`src/dpmb_consts.vh`:
```
// constants for the dual-port mailbox with parity
`ifndef DPMB_CONSTS_VH
`define DPMB_CONSTS_VH

// ****************************************
// word and byte layout
// ****************************************
`define DPMB_WORD_W 36
`define DPMB_BYTE_W 9
`define DPMB_NBYTES 4
`define DPMB_LOW_W 8
`define DPMB_PAR_BIT 8

// ****************************************
// data fifo shape
// ****************************************
`define DPMB_FIFO_DEPTH 16
`define DPMB_FIFO_AW 4

// ****************************************
// reset values
// ****************************************
`define DPMB_FLAG_RST 1'b1
`define DPMB_OE_N_RST 1'b1
`define DPMB_PERR_N_RST 1'b1
`define DPMB_WORD_RST 36'h000000000

// ****************************************
// synchroniser vector layout
// ****************************************
`define DPMB_PORT_CTL_W 5
`define DPMB_PORT_IN_W 41
`define DPMB_SYNC_W 83
// both chip-select bits (81 and 40) reset high so neither port looks selected
`define DPMB_SYNC_RST 83'h200000000010000000000

`endif

```
`src/dpmb_mailbox.v`:
```
// dual-port mailbox registers, parity check and generation, and the port a to b data fifo
`timescale 1ns/1ns
`default_nettype none
`include "dpmb_consts.vh"


// ****************************************
// data fifo
// ****************************************
module dpmb_fifo #(
	parameter WIDTH = `DPMB_WORD_W,
	parameter DEPTH = `DPMB_FIFO_DEPTH,
	parameter AW = `DPMB_FIFO_AW
) (
	input wire ref_clk, // system clock
	input wire resetn, // synchronous reset, active low
	input wire in_valid, // word offered
	output wire in_ready, // room for a word
	input wire [WIDTH-1:0] in_data, // word to store
	output wire out_valid, // a word is held
	input wire out_ready, // drain takes the head word
	output wire [WIDTH-1:0] out_data // head word
);
	reg [WIDTH-1:0] mem [0:DEPTH-1];
	reg [AW-1:0] wr_ptr_q;
	reg [AW-1:0] rd_ptr_q;
	reg [AW:0] count_q;
	wire push;
	wire pop;

	// honest full and empty from the word count; the count has one spare bit,
	// so a full buffer and an empty one never look alike
	assign in_ready = (count_q != DEPTH[AW:0]);
	assign out_valid = (count_q != {(AW+1){1'b0}});
	assign push = in_valid & in_ready;
	assign pop = out_valid & out_ready;
	assign out_data = mem[rd_ptr_q];

	// storage write, no reset needed for the array
	always @(posedge ref_clk) begin
		if (push) begin
			mem[wr_ptr_q] <= in_data;
		end
	end

	// pointers wrap naturally at a power-of-two depth
	// (the depth must stay a power of two for that to hold)
	always @(posedge ref_clk) begin
		if (!resetn) begin
			wr_ptr_q <= {AW{1'b0}};
			rd_ptr_q <= {AW{1'b0}};
			count_q <= {(AW+1){1'b0}};
		end else begin
			if (push) begin
				wr_ptr_q <= wr_ptr_q + {{(AW-1){1'b0}}, 1'b1};
			end
			if (pop) begin
				rd_ptr_q <= rd_ptr_q + {{(AW-1){1'b0}}, 1'b1};
			end
			case ({push, pop})
				2'b10: count_q <= count_q + {{AW{1'b0}}, 1'b1};
				2'b01: count_q <= count_q - {{AW{1'b0}}, 1'b1};
				default: count_q <= count_q;
			endcase
		end
	end
endmodule

// ****************************************
// mailbox top
// ****************************************
module dpmb_mailbox (
	input wire ref_clk, // system clock, 25 MHz
	input wire resetn, // synchronous reset, active low
	input wire port_a_select_n, // port a chip select, active low
	input wire port_a_write_not_read, // port a high write, low read
	input wire port_a_enable, // port a transfer enable
	input wire port_a_mail_select, // port a mail register instead of fifo
	input wire port_a_parity_generate, // port a parity generation on reads
	input wire [`DPMB_WORD_W-1:0] port_a_bus_in, // port a bus level
	output reg [`DPMB_WORD_W-1:0] port_a_bus_out_q, // port a bus drive value
	output reg port_a_bus_oe_n_q, // port a bus enable, low while driving
	output reg port_a_parity_error_n_q, // port a parity error, active low
	output wire port_a_fifo_ready, // fifo has room for a port a write
	input wire port_b_select_n, // port b chip select, active low
	input wire port_b_write_not_read, // port b high write, low read
	input wire port_b_enable, // port b transfer enable
	input wire port_b_mail_select, // port b mail register instead of fifo
	input wire port_b_parity_generate, // port b parity generation on reads
	input wire [`DPMB_WORD_W-1:0] port_b_bus_in, // port b bus level
	output reg [`DPMB_WORD_W-1:0] port_b_bus_out_q, // port b bus drive value
	output reg port_b_bus_oe_n_q, // port b bus enable, low while driving
	output reg port_b_parity_error_n_q, // port b parity error, active low
	output wire port_b_fifo_valid, // fifo holds a word for port b
	input wire odd_even_select, // high odd parity, low even parity
	output reg mail_ab_empty_flag, // a-to-b mail free when high
	output reg mail_ba_empty_flag // b-to-a mail free when high
);

	// ****************************************
	// parity functions
	// ****************************************

	// high when any byte fails; a 9-bit byte with odd ones has even zeros
	// so counting ones instead of zeros keeps each tree a plain xor
	function byte_parity_fail;
		input [`DPMB_WORD_W-1:0] word;
		input odd;
		integer i;
		reg fail;
		begin
			fail = 1'b0;
			for (i = 0; i < `DPMB_NBYTES; i = i + 1) begin
				fail = fail | ((^word[i*`DPMB_BYTE_W +: `DPMB_BYTE_W]) ^ odd);
			end
			byte_parity_fail = fail;
		end
	endfunction

	// replace each byte msb with parity over its lower eight bits
	// the word passed in is left as it is; only the copy is altered
	function [`DPMB_WORD_W-1:0] parity_insert;
		input [`DPMB_WORD_W-1:0] word;
		input odd;
		integer i;
		reg [`DPMB_WORD_W-1:0] w;
		begin
			w = word;
			for (i = 0; i < `DPMB_NBYTES; i = i + 1) begin
				w[i*`DPMB_BYTE_W + `DPMB_PAR_BIT] =
					(^word[i*`DPMB_BYTE_W +: `DPMB_LOW_W]) ^ odd;
			end
			parity_insert = w;
		end
	endfunction

	// ****************************************
	// input synchronisers
	// ****************************************
	wire [`DPMB_SYNC_W-1:0] pins_raw;
	reg [`DPMB_SYNC_W-1:0] pins_meta_q;
	reg [`DPMB_SYNC_W-1:0] pins_sync_q;

	assign pins_raw = {odd_even_select,
		port_b_select_n, port_b_write_not_read, port_b_enable,
		port_b_mail_select, port_b_parity_generate, port_b_bus_in,
		port_a_select_n, port_a_write_not_read, port_a_enable,
		port_a_mail_select, port_a_parity_generate, port_a_bus_in};

	// two flops on every pin before any logic looks at it; the reset value
	// holds both chip selects high, so neither bus is driven and no port
	// acts while the pipeline refills after reset
	always @(posedge ref_clk) begin
		if (!resetn) begin
			pins_meta_q <= `DPMB_SYNC_RST;
			pins_sync_q <= `DPMB_SYNC_RST;
		end else begin
			pins_meta_q <= pins_raw;
			pins_sync_q <= pins_meta_q;
		end
	end

	// ****************************************
	// decoded port controls
	// ****************************************
	wire [`DPMB_WORD_W-1:0] a_bus;
	wire [`DPMB_WORD_W-1:0] b_bus;
	wire a_cs_n;
	wire a_wnr;
	wire a_en;
	wire a_mb;
	wire a_pg;
	wire b_cs_n;
	wire b_wnr;
	wire b_en;
	wire b_mb;
	wire b_pg;
	wire odd_sel;
	wire a_read_out;
	wire b_read_out;
	wire a_mail_wr;
	wire a_mail_rd;
	wire a_fifo_wr;
	wire b_mail_wr;
	wire b_mail_rd;
	wire b_fifo_rd;
	wire a_mail_gen;
	wire b_mail_gen;

	// unpack the synchronised pins in the order they were packed
	assign a_bus = pins_sync_q[`DPMB_WORD_W-1:0];
	assign {a_cs_n, a_wnr, a_en, a_mb, a_pg} =
		pins_sync_q[`DPMB_PORT_IN_W-1:`DPMB_WORD_W];
	assign b_bus = pins_sync_q[`DPMB_PORT_IN_W+`DPMB_WORD_W-1:`DPMB_PORT_IN_W];
	assign {b_cs_n, b_wnr, b_en, b_mb, b_pg} =
		pins_sync_q[2*`DPMB_PORT_IN_W-1:`DPMB_PORT_IN_W+`DPMB_WORD_W];
	assign odd_sel = pins_sync_q[`DPMB_SYNC_W-1];

	// a port drives its bus whenever it is selected for a read; the enable
	// follows the pins three edges late, so a partner turning the bus around
	// after a read must wait that long before driving it
	assign a_read_out = ~a_cs_n & ~a_wnr;
	assign b_read_out = ~b_cs_n & ~b_wnr;

	// transfers qualified by enable
	// (one transfer per edge for as long as enable stands)
	assign a_mail_wr = ~a_cs_n & a_wnr & a_en & a_mb;
	assign a_fifo_wr = ~a_cs_n & a_wnr & a_en & ~a_mb;
	assign a_mail_rd = a_read_out & a_en & a_mb;
	assign b_mail_wr = ~b_cs_n & b_wnr & b_en & b_mb;
	assign b_mail_rd = b_read_out & b_en & b_mb;
	assign b_fifo_rd = b_read_out & b_en & ~b_mb;

	// per-port trees generate mail parity only for a full mail read with generate high
	assign a_mail_gen = a_mail_rd & a_pg;
	assign b_mail_gen = b_mail_rd & b_pg;

	// ****************************************
	// data fifo from port a to port b
	// ****************************************
	wire fifo_out_valid;
	wire [`DPMB_WORD_W-1:0] fifo_out_data;
	wire fifo_pop;
	reg [`DPMB_WORD_W-1:0] fifo_word_q;

	// a read with the fifo empty is ignored
	// so the output register keeps its last word
	assign fifo_pop = b_fifo_rd & fifo_out_valid;
	assign port_b_fifo_valid = fifo_out_valid;

	// the word is stored exactly as applied
	// a write with the buffer full is dropped; the writer watches the ready port
	dpmb_fifo #(
		.WIDTH(`DPMB_WORD_W),
		.DEPTH(`DPMB_FIFO_DEPTH),
		.AW(`DPMB_FIFO_AW)
	) u_fifo (
		.ref_clk(ref_clk),
		.resetn(resetn),
		.in_valid(a_fifo_wr),
		.in_ready(port_a_fifo_ready),
		.in_data(a_bus),
		.out_valid(fifo_out_valid),
		.out_ready(fifo_pop),
		.out_data(fifo_out_data)
	);

	// output register takes parity made between storage and load; generate and
	// parity sense are taken at the loading edge, so they must stand still then
	always @(posedge ref_clk) begin
		if (!resetn) begin
			fifo_word_q <= `DPMB_WORD_RST;
		end else if (fifo_pop) begin
			fifo_word_q <= b_pg ? parity_insert(fifo_out_data, odd_sel) : fifo_out_data;
		end
	end

	// ****************************************
	// mail registers and flags
	// ****************************************
	reg [`DPMB_WORD_W-1:0] mail_ab_register;
	reg [`DPMB_WORD_W-1:0] mail_ba_register;
	wire ab_load, ba_load;

	// a write lands only while the flag shows the register free
	assign ab_load = a_mail_wr & mail_ab_empty_flag;
	assign ba_load = b_mail_wr & mail_ba_empty_flag;

	// contents change only on an accepted write, never on a read
	// a discarded write leaves no trace; the writer learns of it from the flag
	always @(posedge ref_clk) begin
		if (!resetn) begin
			mail_ab_register <= `DPMB_WORD_RST;
			mail_ba_register <= `DPMB_WORD_RST;
		end else begin
			if (ab_load) begin
				mail_ab_register <= a_bus;
			end
			if (ba_load) begin
				mail_ba_register <= b_bus;
			end
		end
	end

	// flags: a load wins over a read in the same cycle
	// (a load needs the flag high already, so the read would change nothing)
	always @(posedge ref_clk) begin
		if (!resetn) begin
			mail_ab_empty_flag <= `DPMB_FLAG_RST;
			mail_ba_empty_flag <= `DPMB_FLAG_RST;
		end else begin
			if (ab_load) begin
				mail_ab_empty_flag <= 1'b0;
			end else if (b_mail_rd) begin
				mail_ab_empty_flag <= 1'b1;
			end
			if (ba_load) begin
				mail_ba_empty_flag <= 1'b0;
			end else if (a_mail_rd) begin
				mail_ba_empty_flag <= 1'b1;
			end
		end
	end

	// ****************************************
	// port outputs and parity check
	// ****************************************
	wire [`DPMB_WORD_W-1:0] a_mail_view;
	wire [`DPMB_WORD_W-1:0] b_mail_view;
	wire a_in_fail;
	wire b_in_fail;

	// generated copy of mail only goes to the pins, storage untouched
	assign a_mail_view = a_mail_gen ? parity_insert(mail_ba_register, odd_sel)
		: mail_ba_register;
	assign b_mail_view = b_mail_gen ? parity_insert(mail_ab_register, odd_sel)
		: mail_ab_register;

	// check trees on the levels each port sees at its pins
	assign a_in_fail = byte_parity_fail(a_bus, odd_sel);
	assign b_in_fail = byte_parity_fail(b_bus, odd_sel);

	// port a drive and error flag
	always @(posedge ref_clk) begin
		if (!resetn) begin
			port_a_bus_out_q <= `DPMB_WORD_RST;
			port_a_bus_oe_n_q <= `DPMB_OE_N_RST;
			port_a_parity_error_n_q <= `DPMB_PERR_N_RST;
		end else begin
			port_a_bus_out_q <= a_mail_view;
			port_a_bus_oe_n_q <= ~a_read_out;
			port_a_parity_error_n_q <= a_mail_gen ? 1'b1
				: ~a_in_fail;
		end
	end

	// port b drive and error flag
	// the fifo word and the mail view share one output register
	always @(posedge ref_clk) begin
		if (!resetn) begin
			port_b_bus_out_q <= `DPMB_WORD_RST;
			port_b_bus_oe_n_q <= `DPMB_OE_N_RST;
			port_b_parity_error_n_q <= `DPMB_PERR_N_RST;
		end else begin
			port_b_bus_out_q <= b_mb ? b_mail_view : fifo_word_q;
			port_b_bus_oe_n_q <= ~b_read_out;
			port_b_parity_error_n_q <= b_mail_gen ? 1'b1
				: ~b_in_fail;
		end
	end
endmodule
`default_nettype wire

```
`config.mk`:
```
export PLATFORM = sky130hd
export DESIGN_NAME = dpmb_mailbox
export DESIGN_NICKNAME = d
export VERILOG_FILES = /design/src/dpmb_mailbox.v
export VERILOG_INCLUDE_DIRS = /design/src
export SDC_FILE = /design/constraint.sdc
export NUM_CORES = 1
export LEC_CHECK = 0
export BUFFER_PORTS_ARGS = -buffer_cell sky130_fd_sc_hd__buf_2
export CORE_MARGIN = 2
export CORE_UTILIZATION = 45
export DETAILED_ROUTE_END_ITERATION = 10
export GPL_ROUTABILITY_DRIVEN = 1
export SLEW_MARGIN = 0
export SYNTH_ARGS = -nofsm -noshare
export SYNTH_HDL_FRONTEND = slang
export SYNTH_SLANG_ARGS = --single-unit
```
`constraint.sdc`:
```
create_clock -name ref_clk -period 5.2 [get_ports ref_clk]
set_input_delay 0.52 -clock ref_clk [delete_from_list [all_inputs] [get_ports ref_clk]]
set_output_delay 0.52 -clock ref_clk [all_outputs]
set_load 0.05 [all_outputs]
```
Yosys cells after proc, flatten, opt, wreduce, memory -nomap -nowiden
Memory sizes are Yosys's and may differ from the RTL's. A register that Yosys moved wholly into a read port is not among the register bits.
Cells that the tools add are included.
W data, S select, Z words.
- memories: 1
- logic and storage cells: 121
- output and inout port bits: 80
- bits in writable memories: 576
- register bits after elaboration: 365
- memory list (memory ; words ; width ; rd ports ; clocked after memory_dff ; write ports ; line ; RTL):
    u_fifo.mem ; 16 ; 36 ; 1 ; 1 ; 1 ; dpmb_mailbox.v:24 ; reg [WIDTH-1:0] mem [0:DEPTH-1];
- muxes and demuxes: 13
- reduce and logical (&&, ||, !) cells: 26
- equality and inequality tests: 3
- bitwise operators: 58
- add/sub/neg operators: 4
- operator list (cell ; count):
    $mux W36 ; 4
    $reduce_xor A8 Y1 ; 12
    $reduce_xor A9 Y1 ; 8
    $and A1 B1 Y1 ; 21
    $xor A1 B1 Y1 ; 20
    $not A1 Y1 ; 11
    $pmux W5 S2 ; 1
    $add A4 B1 Y4 const B ; 2
    $mux W4 ; 2
    $mux W1 ; 6
    $or A1 B1 Y1 ; 6
    $reduce_bool A2 Y1 ; 3
    $add A5 B1 Y5 const B ; 1
    $ne A5 B5 Y1 const B ; 1
    $reduce_bool A5 Y1 ; 1
    $sub A5 B1 Y5 const B ; 1
    $reduce_or A2 Y1 ; 2
    $eq A2 B1 Y1 const B ; 1
    $eq A2 B2 Y1 const B ; 1

Logic depth before layout (Yosys ltp)
Gate-level depths: netlist (run 1).
- depth in word-level cells: 8
- mapped depth: 17

Modules after synthesis
From an unflattened synthesis (run 1), not the netlist that was laid out.
- cells, all modules: 2217
- area total of the unflattened synthesis: 34860.9 µm²
- by module, submodules not included (module ; cells an instance ; area an instance (µm²) ; instances):
    dpmb_fifo ; 1011 ; 22577.9 ; 1
    dpmb_mailbox ; 1206 ; 12283.0 ; 1

Worst setup path after synthesis (run 1)
No wires, ideal clock.
- path kind: reg2reg
- start point: register u_fifo.count_q[1]
- end point: memory u_fifo.mem[3][0] (netlist name) (enable)
- arrival time: 4.425 ns
- buffers on the path: 1
- slack: 0.301 ns
- library setup time: 0.474 ns
- required time: 4.726 ns
- clock period less this slack: 4.899 ns
- cell stages (with the launch flop): 7
- cells stage by stage: dfxtp_1 > clkbuf_1 > nor4_1 > nand2_1 > nor3b_1 > nand2_1 > nor3_1
- cells in the longest elaborated chain, start to end: 4
- RTL lines (what ; line ; RTL):
    start: declaration ; dpmb_mailbox.v:27 ; reg [AW:0] count_q;
    start signal: assignment ; dpmb_mailbox.v:52 ; count_q <= {(AW+1){1'b0}};
    start signal: assignment ; dpmb_mailbox.v:61 ; 2'b10: count_q <= count_q + {{AW{1'b0}}, 1'b1};
    start signal: assignment ; dpmb_mailbox.v:62 ; 2'b01: count_q <= count_q - {{AW{1'b0}}, 1'b1};
    $ne A5 B5 Y1 ; dpmb_mailbox.v:33 ; assign in_ready = (count_q != DEPTH[AW:0]);
    net port_a_fifo_ready ; dpmb_mailbox.v:84 ; output wire port_a_fifo_ready,
    $and A1 B1 Y1 ; dpmb_mailbox.v:35 ; assign push = in_valid & in_ready;
    $mux W1 ; dpmb_mailbox.v:41 ; if (push) begin
    $mux W1 (not written as such) ; dpmb_mailbox.v:42 ; mem[wr_ptr_q] <= in_data;
    end: declaration ; dpmb_mailbox.v:24 ;
The timed path passes the listed nets, and every way through them passes these cells.

Worst setup path after layout (run 1)
- start point: register u_fifo.count_q[1]
- end point: register u_fifo.count_q[4]
- cells in the longest elaborated chain, start to end: 5
- elaborated cells on any way between the ends: 11
- classes of those cells: 2 x add/sub; 3 x eq/ne; 1 x mux; 3 x bitwise; 2 x reduce/logical
- RTL lines (what ; line ; RTL):
    $reduce_bool A5 Y1 ; dpmb_mailbox.v:34 ; assign out_valid = (count_q != {(AW+1){1'b0}});
    $and A1 B1 Y1 ; dpmb_mailbox.v:228 ; assign fifo_pop = b_fifo_rd & fifo_out_valid;
    $and A1 B1 Y1 ; dpmb_mailbox.v:36 ; assign pop = out_valid & out_ready;
    $eq A2 B1 Y1 or $eq A2 B2 Y1 (tied branches) ; dpmb_mailbox.v:60 ; case ({push, pop})
    $pmux W5 S2 or $reduce_bool A2 Y1 (tied branches) ; -- ;
Several ways; a longest one is shown, not always the timed one.
A chain may end at the register's enable or synchronous reset.

==> results of run 1 <==
-- cells by family after synthesis --
group           after synthesis
compound gates              171
xor+xnor                    161
fa+ha+maj                     9
buf+inv                     124
flops                       945
mux                         200
simple gates                555
-- synthesized netlist by cell type (12+ instances only) --
master                     instances  share of area
sky130_fd_sc_hd__a21boi_0         74          0.016
sky130_fd_sc_hd__a21boi_1         33         0.0070
sky130_fd_sc_hd__a22oi_1          33         0.0070
sky130_fd_sc_hd__and2_1          208          0.037
sky130_fd_sc_hd__clkbuf_1         80         0.0085
sky130_fd_sc_hd__dfxtp_1         369           0.21
sky130_fd_sc_hd__edfxtp_1        576           0.49
sky130_fd_sc_hd__mux2i_1          36          0.010
sky130_fd_sc_hd__mux4_1           17          0.013
sky130_fd_sc_hd__mux4_2          147          0.094
sky130_fd_sc_hd__nand2_1         255          0.027
sky130_fd_sc_hd__nor2_1           19         0.0020
sky130_fd_sc_hd__nor2b_1          40         0.0071
sky130_fd_sc_hd__o21ai_0          14         0.0020
sky130_fd_sc_hd__xnor2_1         119          0.030
sky130_fd_sc_hd__xnor3_1          12         0.0077
sky130_fd_sc_hd__xor2_1           30         0.0075
-- metal layers --
metal	global-route usage	vias to the layer above	wire, microns
li1	-	8294	-
met1	0.2826	9472	35650
met3	0.04092	123	5271
met5	0	-	11
met2	0.3233	575	38290
met4	0.06071	2	2108
-- critical path: cells and delay by family (launching register included) --
| family | cells | cell delay (ps) |
|---|---|---|
| and+or+nand+nor | 4 | 1280 |
| buffers and inverters | 1 | 310 |
| xor gates and xnor gates | 2 | 350 |
| DFF | 1 | 470 |
| AOI/OAI and AO/OA | 4 | 560 |
| adders and majority gates | 2 | 660 |
-- layout by cell type (no fill, tap or decap), drive strengths merged, types with 4 or more instances in the layout --
master	instances
edfxtp	576
dfxtp	369
nand2	255
buf	211
and2	208
mux4	164
clkbuf	146
xnor2	119
a21boi	107
nor2b	40
mux2i	36
a22oi	33
xor2	30
clkinv	28
nor2	19
o21ai	16
xnor3	12
nand2b	10
ha	9
inv	8
nor3	5
nand3	5
a31oi	4
a21oi	4
-- report_power, final --
group | internal [mW] | leakage, nW | switching (mW)
logic | 0.136 | 3.95 | 0.158
clock network | 4.01 | 1.56 | 2.80
registers | 7.98 | 8.75 | 0.0738
-- worst max path at each step --
stage | start | end | slack (ps)
floorplan | u_fifo.count_q[1]$_SDFFE_PN0P_ | u_fifo.mem[3][0]$_DFFE_PP_ | 300
global placement | u_fifo.count_q[1]$_SDFFE_PN0P_ | u_fifo.count_q[4]$_SDFFE_PN0P_ | 1560
detailed placement | u_fifo.count_q[1]$_SDFFE_PN0P_ | u_fifo.count_q[4]$_SDFFE_PN0P_ | 1520
CTS | u_fifo.count_q[1]$_SDFFE_PN0P_ | u_fifo.count_q[4]$_SDFFE_PN0P_ | 1530
global route | u_fifo.count_q[1]$_SDFFE_PN0P_ | u_fifo.count_q[4]$_SDFFE_PN0P_ | 1270
finish | u_fifo.count_q[1]$_SDFFE_PN0P_ | u_fifo.count_q[4]$_SDFFE_PN0P_ | 1490
-- registers in the layout (all words and copies together), names as in the netlist, 4 cells and up, named ones only --
signal            cells
port_b_bus_out_q     36
pins_sync_q          83
pins_meta_q          83
mail_ba_register     36
u_fifo.wr_ptr_q       4
fifo_word_q          36
port_a_bus_out_q     36
u_fifo.mem          576
u_fifo.rd_ptr_q       4
mail_ab_register     36
u_fifo.count_q        5
-- area by class of cell --
class	instances	area (sq um)	share of cell area
sequential	945	24690	0.6114
timing repair buffer	211	1246	0.03085
clock inverter	34	259.0	0.006412
inverter	7	33.78	0.0008364
clock buffer	146	2910	0.07205
tap	1040	1301	0.03222
multi-input combinational	1096	9946	0.2462
-- metrics by stage --
stage / cell area [sq um] / power (mW)
floorplan: 35170 / 8.372
global placement: 37220 / 8.501
detailed placement: 37220 / 8.509
CTS: 40390 / 15.29
global route: 40390 / 15.62
finish: 40390 / 15.15
==> qor.csv, run 1 <==
metric;value;unit
outcome;finished, final reports clean;
sinks on the clock net;945;
compound-cell area share of the yosys netlist;0.03512;
Resized Gates After CTS;0;
maximum VDD drop;0.2902;mV
cell breakdown of the critical path;nor4_1 > nor2b_1 > or4_2 > inv_8 > ha_1 > xor2_1 > ha_1 > o21ai_0 > a21oi_1 > a21oi_1 > xor2_1 > or3_1 > a21boi_0;
TritonCTS clock tree;built;
maximum single-stage delay on the critical path;700;ps
pwr/cell area;375.1;mW/mm^2
detailed-placement wirelength estimate;48.99;mm
pin count of the biggest net entering global routing;191;
worst hold path startpoint;port_a_select_n;
total global-route track usage;0.2028;
final routed wire length divided by cell count;23.38;microns
Worst Path Required;5770;ps
total number of nets in the final design;2453;
H-Tree Depth;3;
vertical die dimension;283.6;microns
Min Clock Period, post-route;3710;ps
pre-CTS setup slack;1524;ps
arrival time worst endpoint;4280;ps
first-pass GRT wire length;121.4;mm
drt first pass iters;5;
dominant combinational cell family by area after synthesis;multiplexers;
simple-gate area share of the yosys netlist;0.07909;
worst reg2reg path depth;13;
Clock Root Buffer;sky130_fd_sc_hd__clkbuf_16;
detailed-route vias per instance;5.308;
count of mapped cells out of synthesis;2165;
register clock-pin slew on the reported worst setup and hold paths;60;ps
kind of critical path;reg -> reg;
register-to-register setup slack;1490;ps
final count of pins violating max slew;0;
crit path setup slack, layout;1490;ps
placeable core region;0.07747;sq mm
transition time at the pin with the least slew margin;1045;ps
clock latency on the worst-skew pair;650;ps
area delta synth->final;14.85;%
Worst R2R Start;u_fifo.count_q[1]$_SDFFE_PN0P_;
diode insertion count for antenna repair;0;
Worst setup EP type;flop;
hold_ws;67.75;ps
leakage;14.26;nW
Inserted Clock Buffers;98;
RSZ-0062 raised after global routing;false;
Hold Crit Class;in -> reg;
Inst Count DP;3299;
Post-Route Skew;34.39;ps
initial drt markers;1565;
worst-path cell with the longest stage delay;sky130_fd_sc_hd__or4_2;
register area share after synthesis;0.7019;
Async S/R FF share, synth;0;
R2R Path End;u_fifo.count_q[4]$_SDFFE_PN0P_;
number of flops mapped to enable cells by yosys;576;
fillers;6315;
clock tree buffer depth;3;
Horiz. Die Dim;283.6;microns
fraction of final layout cells sized beyond drive strength 1;0.2161;
fin cells;3479;
synthesized-area fraction occupied by xor and xnor cells;0.04479;
vias in the first global route;18639;
die area;0.08040;sq mm
Max Fclk;269.6;MHz
hold path endpoint;pins_meta_q[40]$_SDFF_PN1_;
Max-cap violations;0;
boundary pin count;165;
drt total wl;81.33;mm
post-route DRC violation count;0;
WHS Path Cells;2;
placer's final routability congestion estimate;0.7703;
count of unique library cells instantiated by Yosys;43;
count of hold buffers inserted by post-cts repair;0;
startpoint kind of the worst setup timing path;flop;
total number of yosys warnings;0;
number of vias in the routed layout;18466;
Core Util, Final;0.5214;
buffers inserted by post-CTS timing repair;0;
initial antenna violation count;2;
standard-cell rows;102;
final count of negative-setup-slack endpoints;0;
Crit Path Max Fanout;43;
grt total ovfl;0;
number of failing hold endpoints at the final stage;0;
ANT nets after route;0;
Setup TNS Final;0;ps
synthesized area;0.03517;sq mm
synthesized netlist net count;2259;
final clock period utilization by the worst path;0.7134;
quantity of I/O buffers inserted on ports;164;
mean instance size in the synthesized netlist;16.24;sq um
Starting Density;0.4540;
synthesized flop and latch total;945;
Slew HR;0.3017;
mux contribution to synthesized area;0.1171;
Adder-Cell Fraction of Synth Area;0.003202;
Synth Flop Type;sky130_fd_sc_hd__edfxtp_1;
Power figures use the tool's default switching activity.
==> inputs of run 2 (changes only) <==
clock period = 3.7 ns   (was 5.2 ns; I/O delays follow)
==> run 2 against run 1 <==
Effect of this change: cell count grew 3.0%; largest power group unchanged; critical path type unchanged; critical endpoint unchanged; register-to-register slack lost 1100 ps; largest cell class unchanged; clock-buffer cell count shrank 3; routed wire length grew 3.3%; first-iteration DRC count grew 2.3%.
==> qor.csv, run 2 (synthesis gave the netlist of run 1 again) <==
metric;value;unit
number of failing hold endpoints at the final stage;0;
sinks on the clock net;945;
Min Clock Period, post-route;3342;ps
drt total wl;84.04;mm
Area after DPL;0.03764;sq mm
total global-route track usage;0.2091;
quantity of I/O buffers inserted on ports;164;
arrival time worst endpoint;3910;ps
first-pass GRT wire length;125.1;mm
Max-cap violations;0;
fraction of final layout cells sized beyond drive strength 1;0.2164;
final count of pins violating max slew;0;
number of flip-flops in the largest register;576;
hold_ws;201.2;ps
R2R Path End;u_fifo.count_q[4]$_SDFFE_PN0P_;
leakage;14.77;nW
post-route cell area;0.04162;sq mm
Resized Gates After CTS;0;
Core Util, Final;0.5373;
Max Fclk;299.2;MHz
final routed wire length divided by cell count;23.46;microns
startpoint kind of the worst setup timing path;flop;
detailed-route vias per instance;5.302;
ANT nets after route;0;
post-route DRC violation count;0;
clock latency on the worst-skew pair;640;ps
TritonCTS clock tree;built;
buffers inserted by post-CTS timing repair;0;
Horiz. Die Dim;283.6;microns
Hold Crit Class;in -> reg;
register with the most flip-flops;u_fifo.mem;
detailed-placement wirelength estimate;48.12;mm
placeable core region;0.07747;sq mm
initial antenna violation count;0;
RSZ-0062 raised after global routing;false;
worst reg2reg path depth;13;
vias in the first global route;19198;
boundary pin count;165;
clock tree buffer depth;3;
drt first pass iters;5;
Clock Root Buffer;sky130_fd_sc_hd__clkbuf_16;
register clock-pin slew on the reported worst setup and hold paths;60;ps
Slew HR;0.4152;
number of vias in the routed layout;18993;
die area;0.08040;sq mm
maximum single-stage delay on the critical path;700;ps
hold path endpoint;port_a_parity_error_n_q$_SDFF_PP1_;
WHS Path Cells;2;
leading registers by flop count;u_fifo.mem: 576 flops, pins_meta_q: 83 flops, pins_sync_q: 83 flops;
final count of negative-setup-slack endpoints;0;
kind of critical path;reg -> reg;
worst-path cell with the longest stage delay;sky130_fd_sc_hd__or4_2;
H-Tree Depth;3;
Worst setup EP type;flop;
placer's final routability congestion estimate;0.7762;
most common library cell in the layout ignoring fill and taps;sky130_fd_sc_hd__edfxtp_1;
Setup TNS Final;0;ps
outcome;finished, final reports clean;
fin cells;3582;
total number of nets in the final design;2557;
vertical die dimension;283.6;microns
transition time at the pin with the least slew margin;875.9;ps
register-to-register setup slack;360;ps
diode insertion count for antenna repair;0;
Worst R2R Start;u_fifo.count_q[1]$_SDFFE_PN0P_;
Post-Route Skew;23.35;ps
maximum VDD drop;0.3313;mV
count of hold buffers inserted by post-cts repair;83;
Inst Count DP;3322;
grt total ovfl;0;
Worst Path Required;4270;ps
cell breakdown of the critical path;nor4_1 > nor2b_1 > or4_2 > inv_8 > ha_1 > xor2_1 > ha_1 > o21ai_0 > a21oi_1 > a21oi_1 > xor2_1 > or3_1 > a21boi_0;
pwr/cell area;514.6;mW/mm^2
leading cell types in the layout, fill and taps excluded;sky130_fd_sc_hd__edfxtp_1 (576), sky130_fd_sc_hd__dfxtp_1 (365), sky130_fd_sc_hd__nand2_1 (255), sky130_fd_sc_hd__and2_1 (208), sky130_fd_sc_hd__buf_2 (163);
Starting Density;0.4540;
worst hold path startpoint;resetn;
pin count of the biggest net entering global routing;125;
Inserted Clock Buffers;96;
final clock period utilization by the worst path;0.9033;
initial drt markers;1601;
area delta synth->final;18.36;%
Crit Path Max Fanout;9;
standard-cell rows;102;
fillers;6203;
==> run 2: critical path: cells and delay by family, from the launching register on <==
kind	cells	cell delay, ps
AO/OA/AOI/OAI	4	620
adder cells (fa/ha/maj)	2	590
buffers and inverters	1	80
flip-flops	1	460
XOR/XNOR	2	230
AND/OR/NAND/NOR	4	1280
==> run 2: cell type report <==
cell class | count | area, sq um | area share
clock buffers | 143 | 2800 | 0.06727
clock inverters | 34 | 355.3 | 0.008537
inverters | 7 | 33.78 | 0.0008116
multi-input cells | 1096 | 9966 | 0.2394
flip-flops and latches | 945 | 24690 | 0.5932
well taps | 1040 | 1301 | 0.03126
repair buffers | 317 | 2475 | 0.05946
==> run 2: power breakdown <==
group	internal (mW)	switching [mW]
clock network	5.71	3.90
registers	11.2	0.0972
logic	0.252	0.242
total	17.2	4.24
==> run 2: routing by layer <==
| metal | GRT usage | vias up | share of wire |
|---|---|---|---|
| met1 | 0.2988 | 9796 | 0.45 |
| met3 | 0.03199 | 129 | 0.051 |
| li1 | - | 8509 | - |
| met2 | 0.3363 | 559 | 0.48 |
| met5 | 0 | - | 0 |
| met4 | 0.05516 | 0 | 0.021 |
==> run 2: through the flow <==
stage | setup WS (ps) | power [mW]
2_1_floorplan | -239.2 | 11.77
3_3_place_gp | 434.9 | 11.95
3_5_place_dp | 411.7 | 11.96
4_1_cts | 405.4 | 21.60
5_1_grt | 169.9 | 22.08
6_report | 357.6 | 21.42
==> run 2: worst max path at each step <==
stage | startpoint | to | slack (ps) | cells after the start
4_1_cts | u_fifo.count_q[1]$_SDFFE_PN0P_ | u_fifo.count_q[4]$_SDFFE_PN0P_ | 410 | 12
6_report | u_fifo.count_q[1]$_SDFFE_PN0P_ | u_fifo.count_q[4]$_SDFFE_PN0P_ | 360 | 13
5_1_grt | u_fifo.count_q[1]$_SDFFE_PN0P_ | u_fifo.count_q[4]$_SDFFE_PN0P_ | 170 | 13
2_1_floorplan | u_fifo.count_q[1]$_SDFFE_PN0P_ | u_fifo.mem[7][0]$_DFFE_PP_ | -240 | 6
3_3_place_gp | u_fifo.count_q[1]$_SDFFE_PN0P_ | u_fifo.count_q[4]$_SDFFE_PN0P_ | 430 | 12
3_5_place_dp | u_fifo.count_q[1]$_SDFFE_PN0P_ | u_fifo.count_q[4]$_SDFFE_PN0P_ | 410 | 13
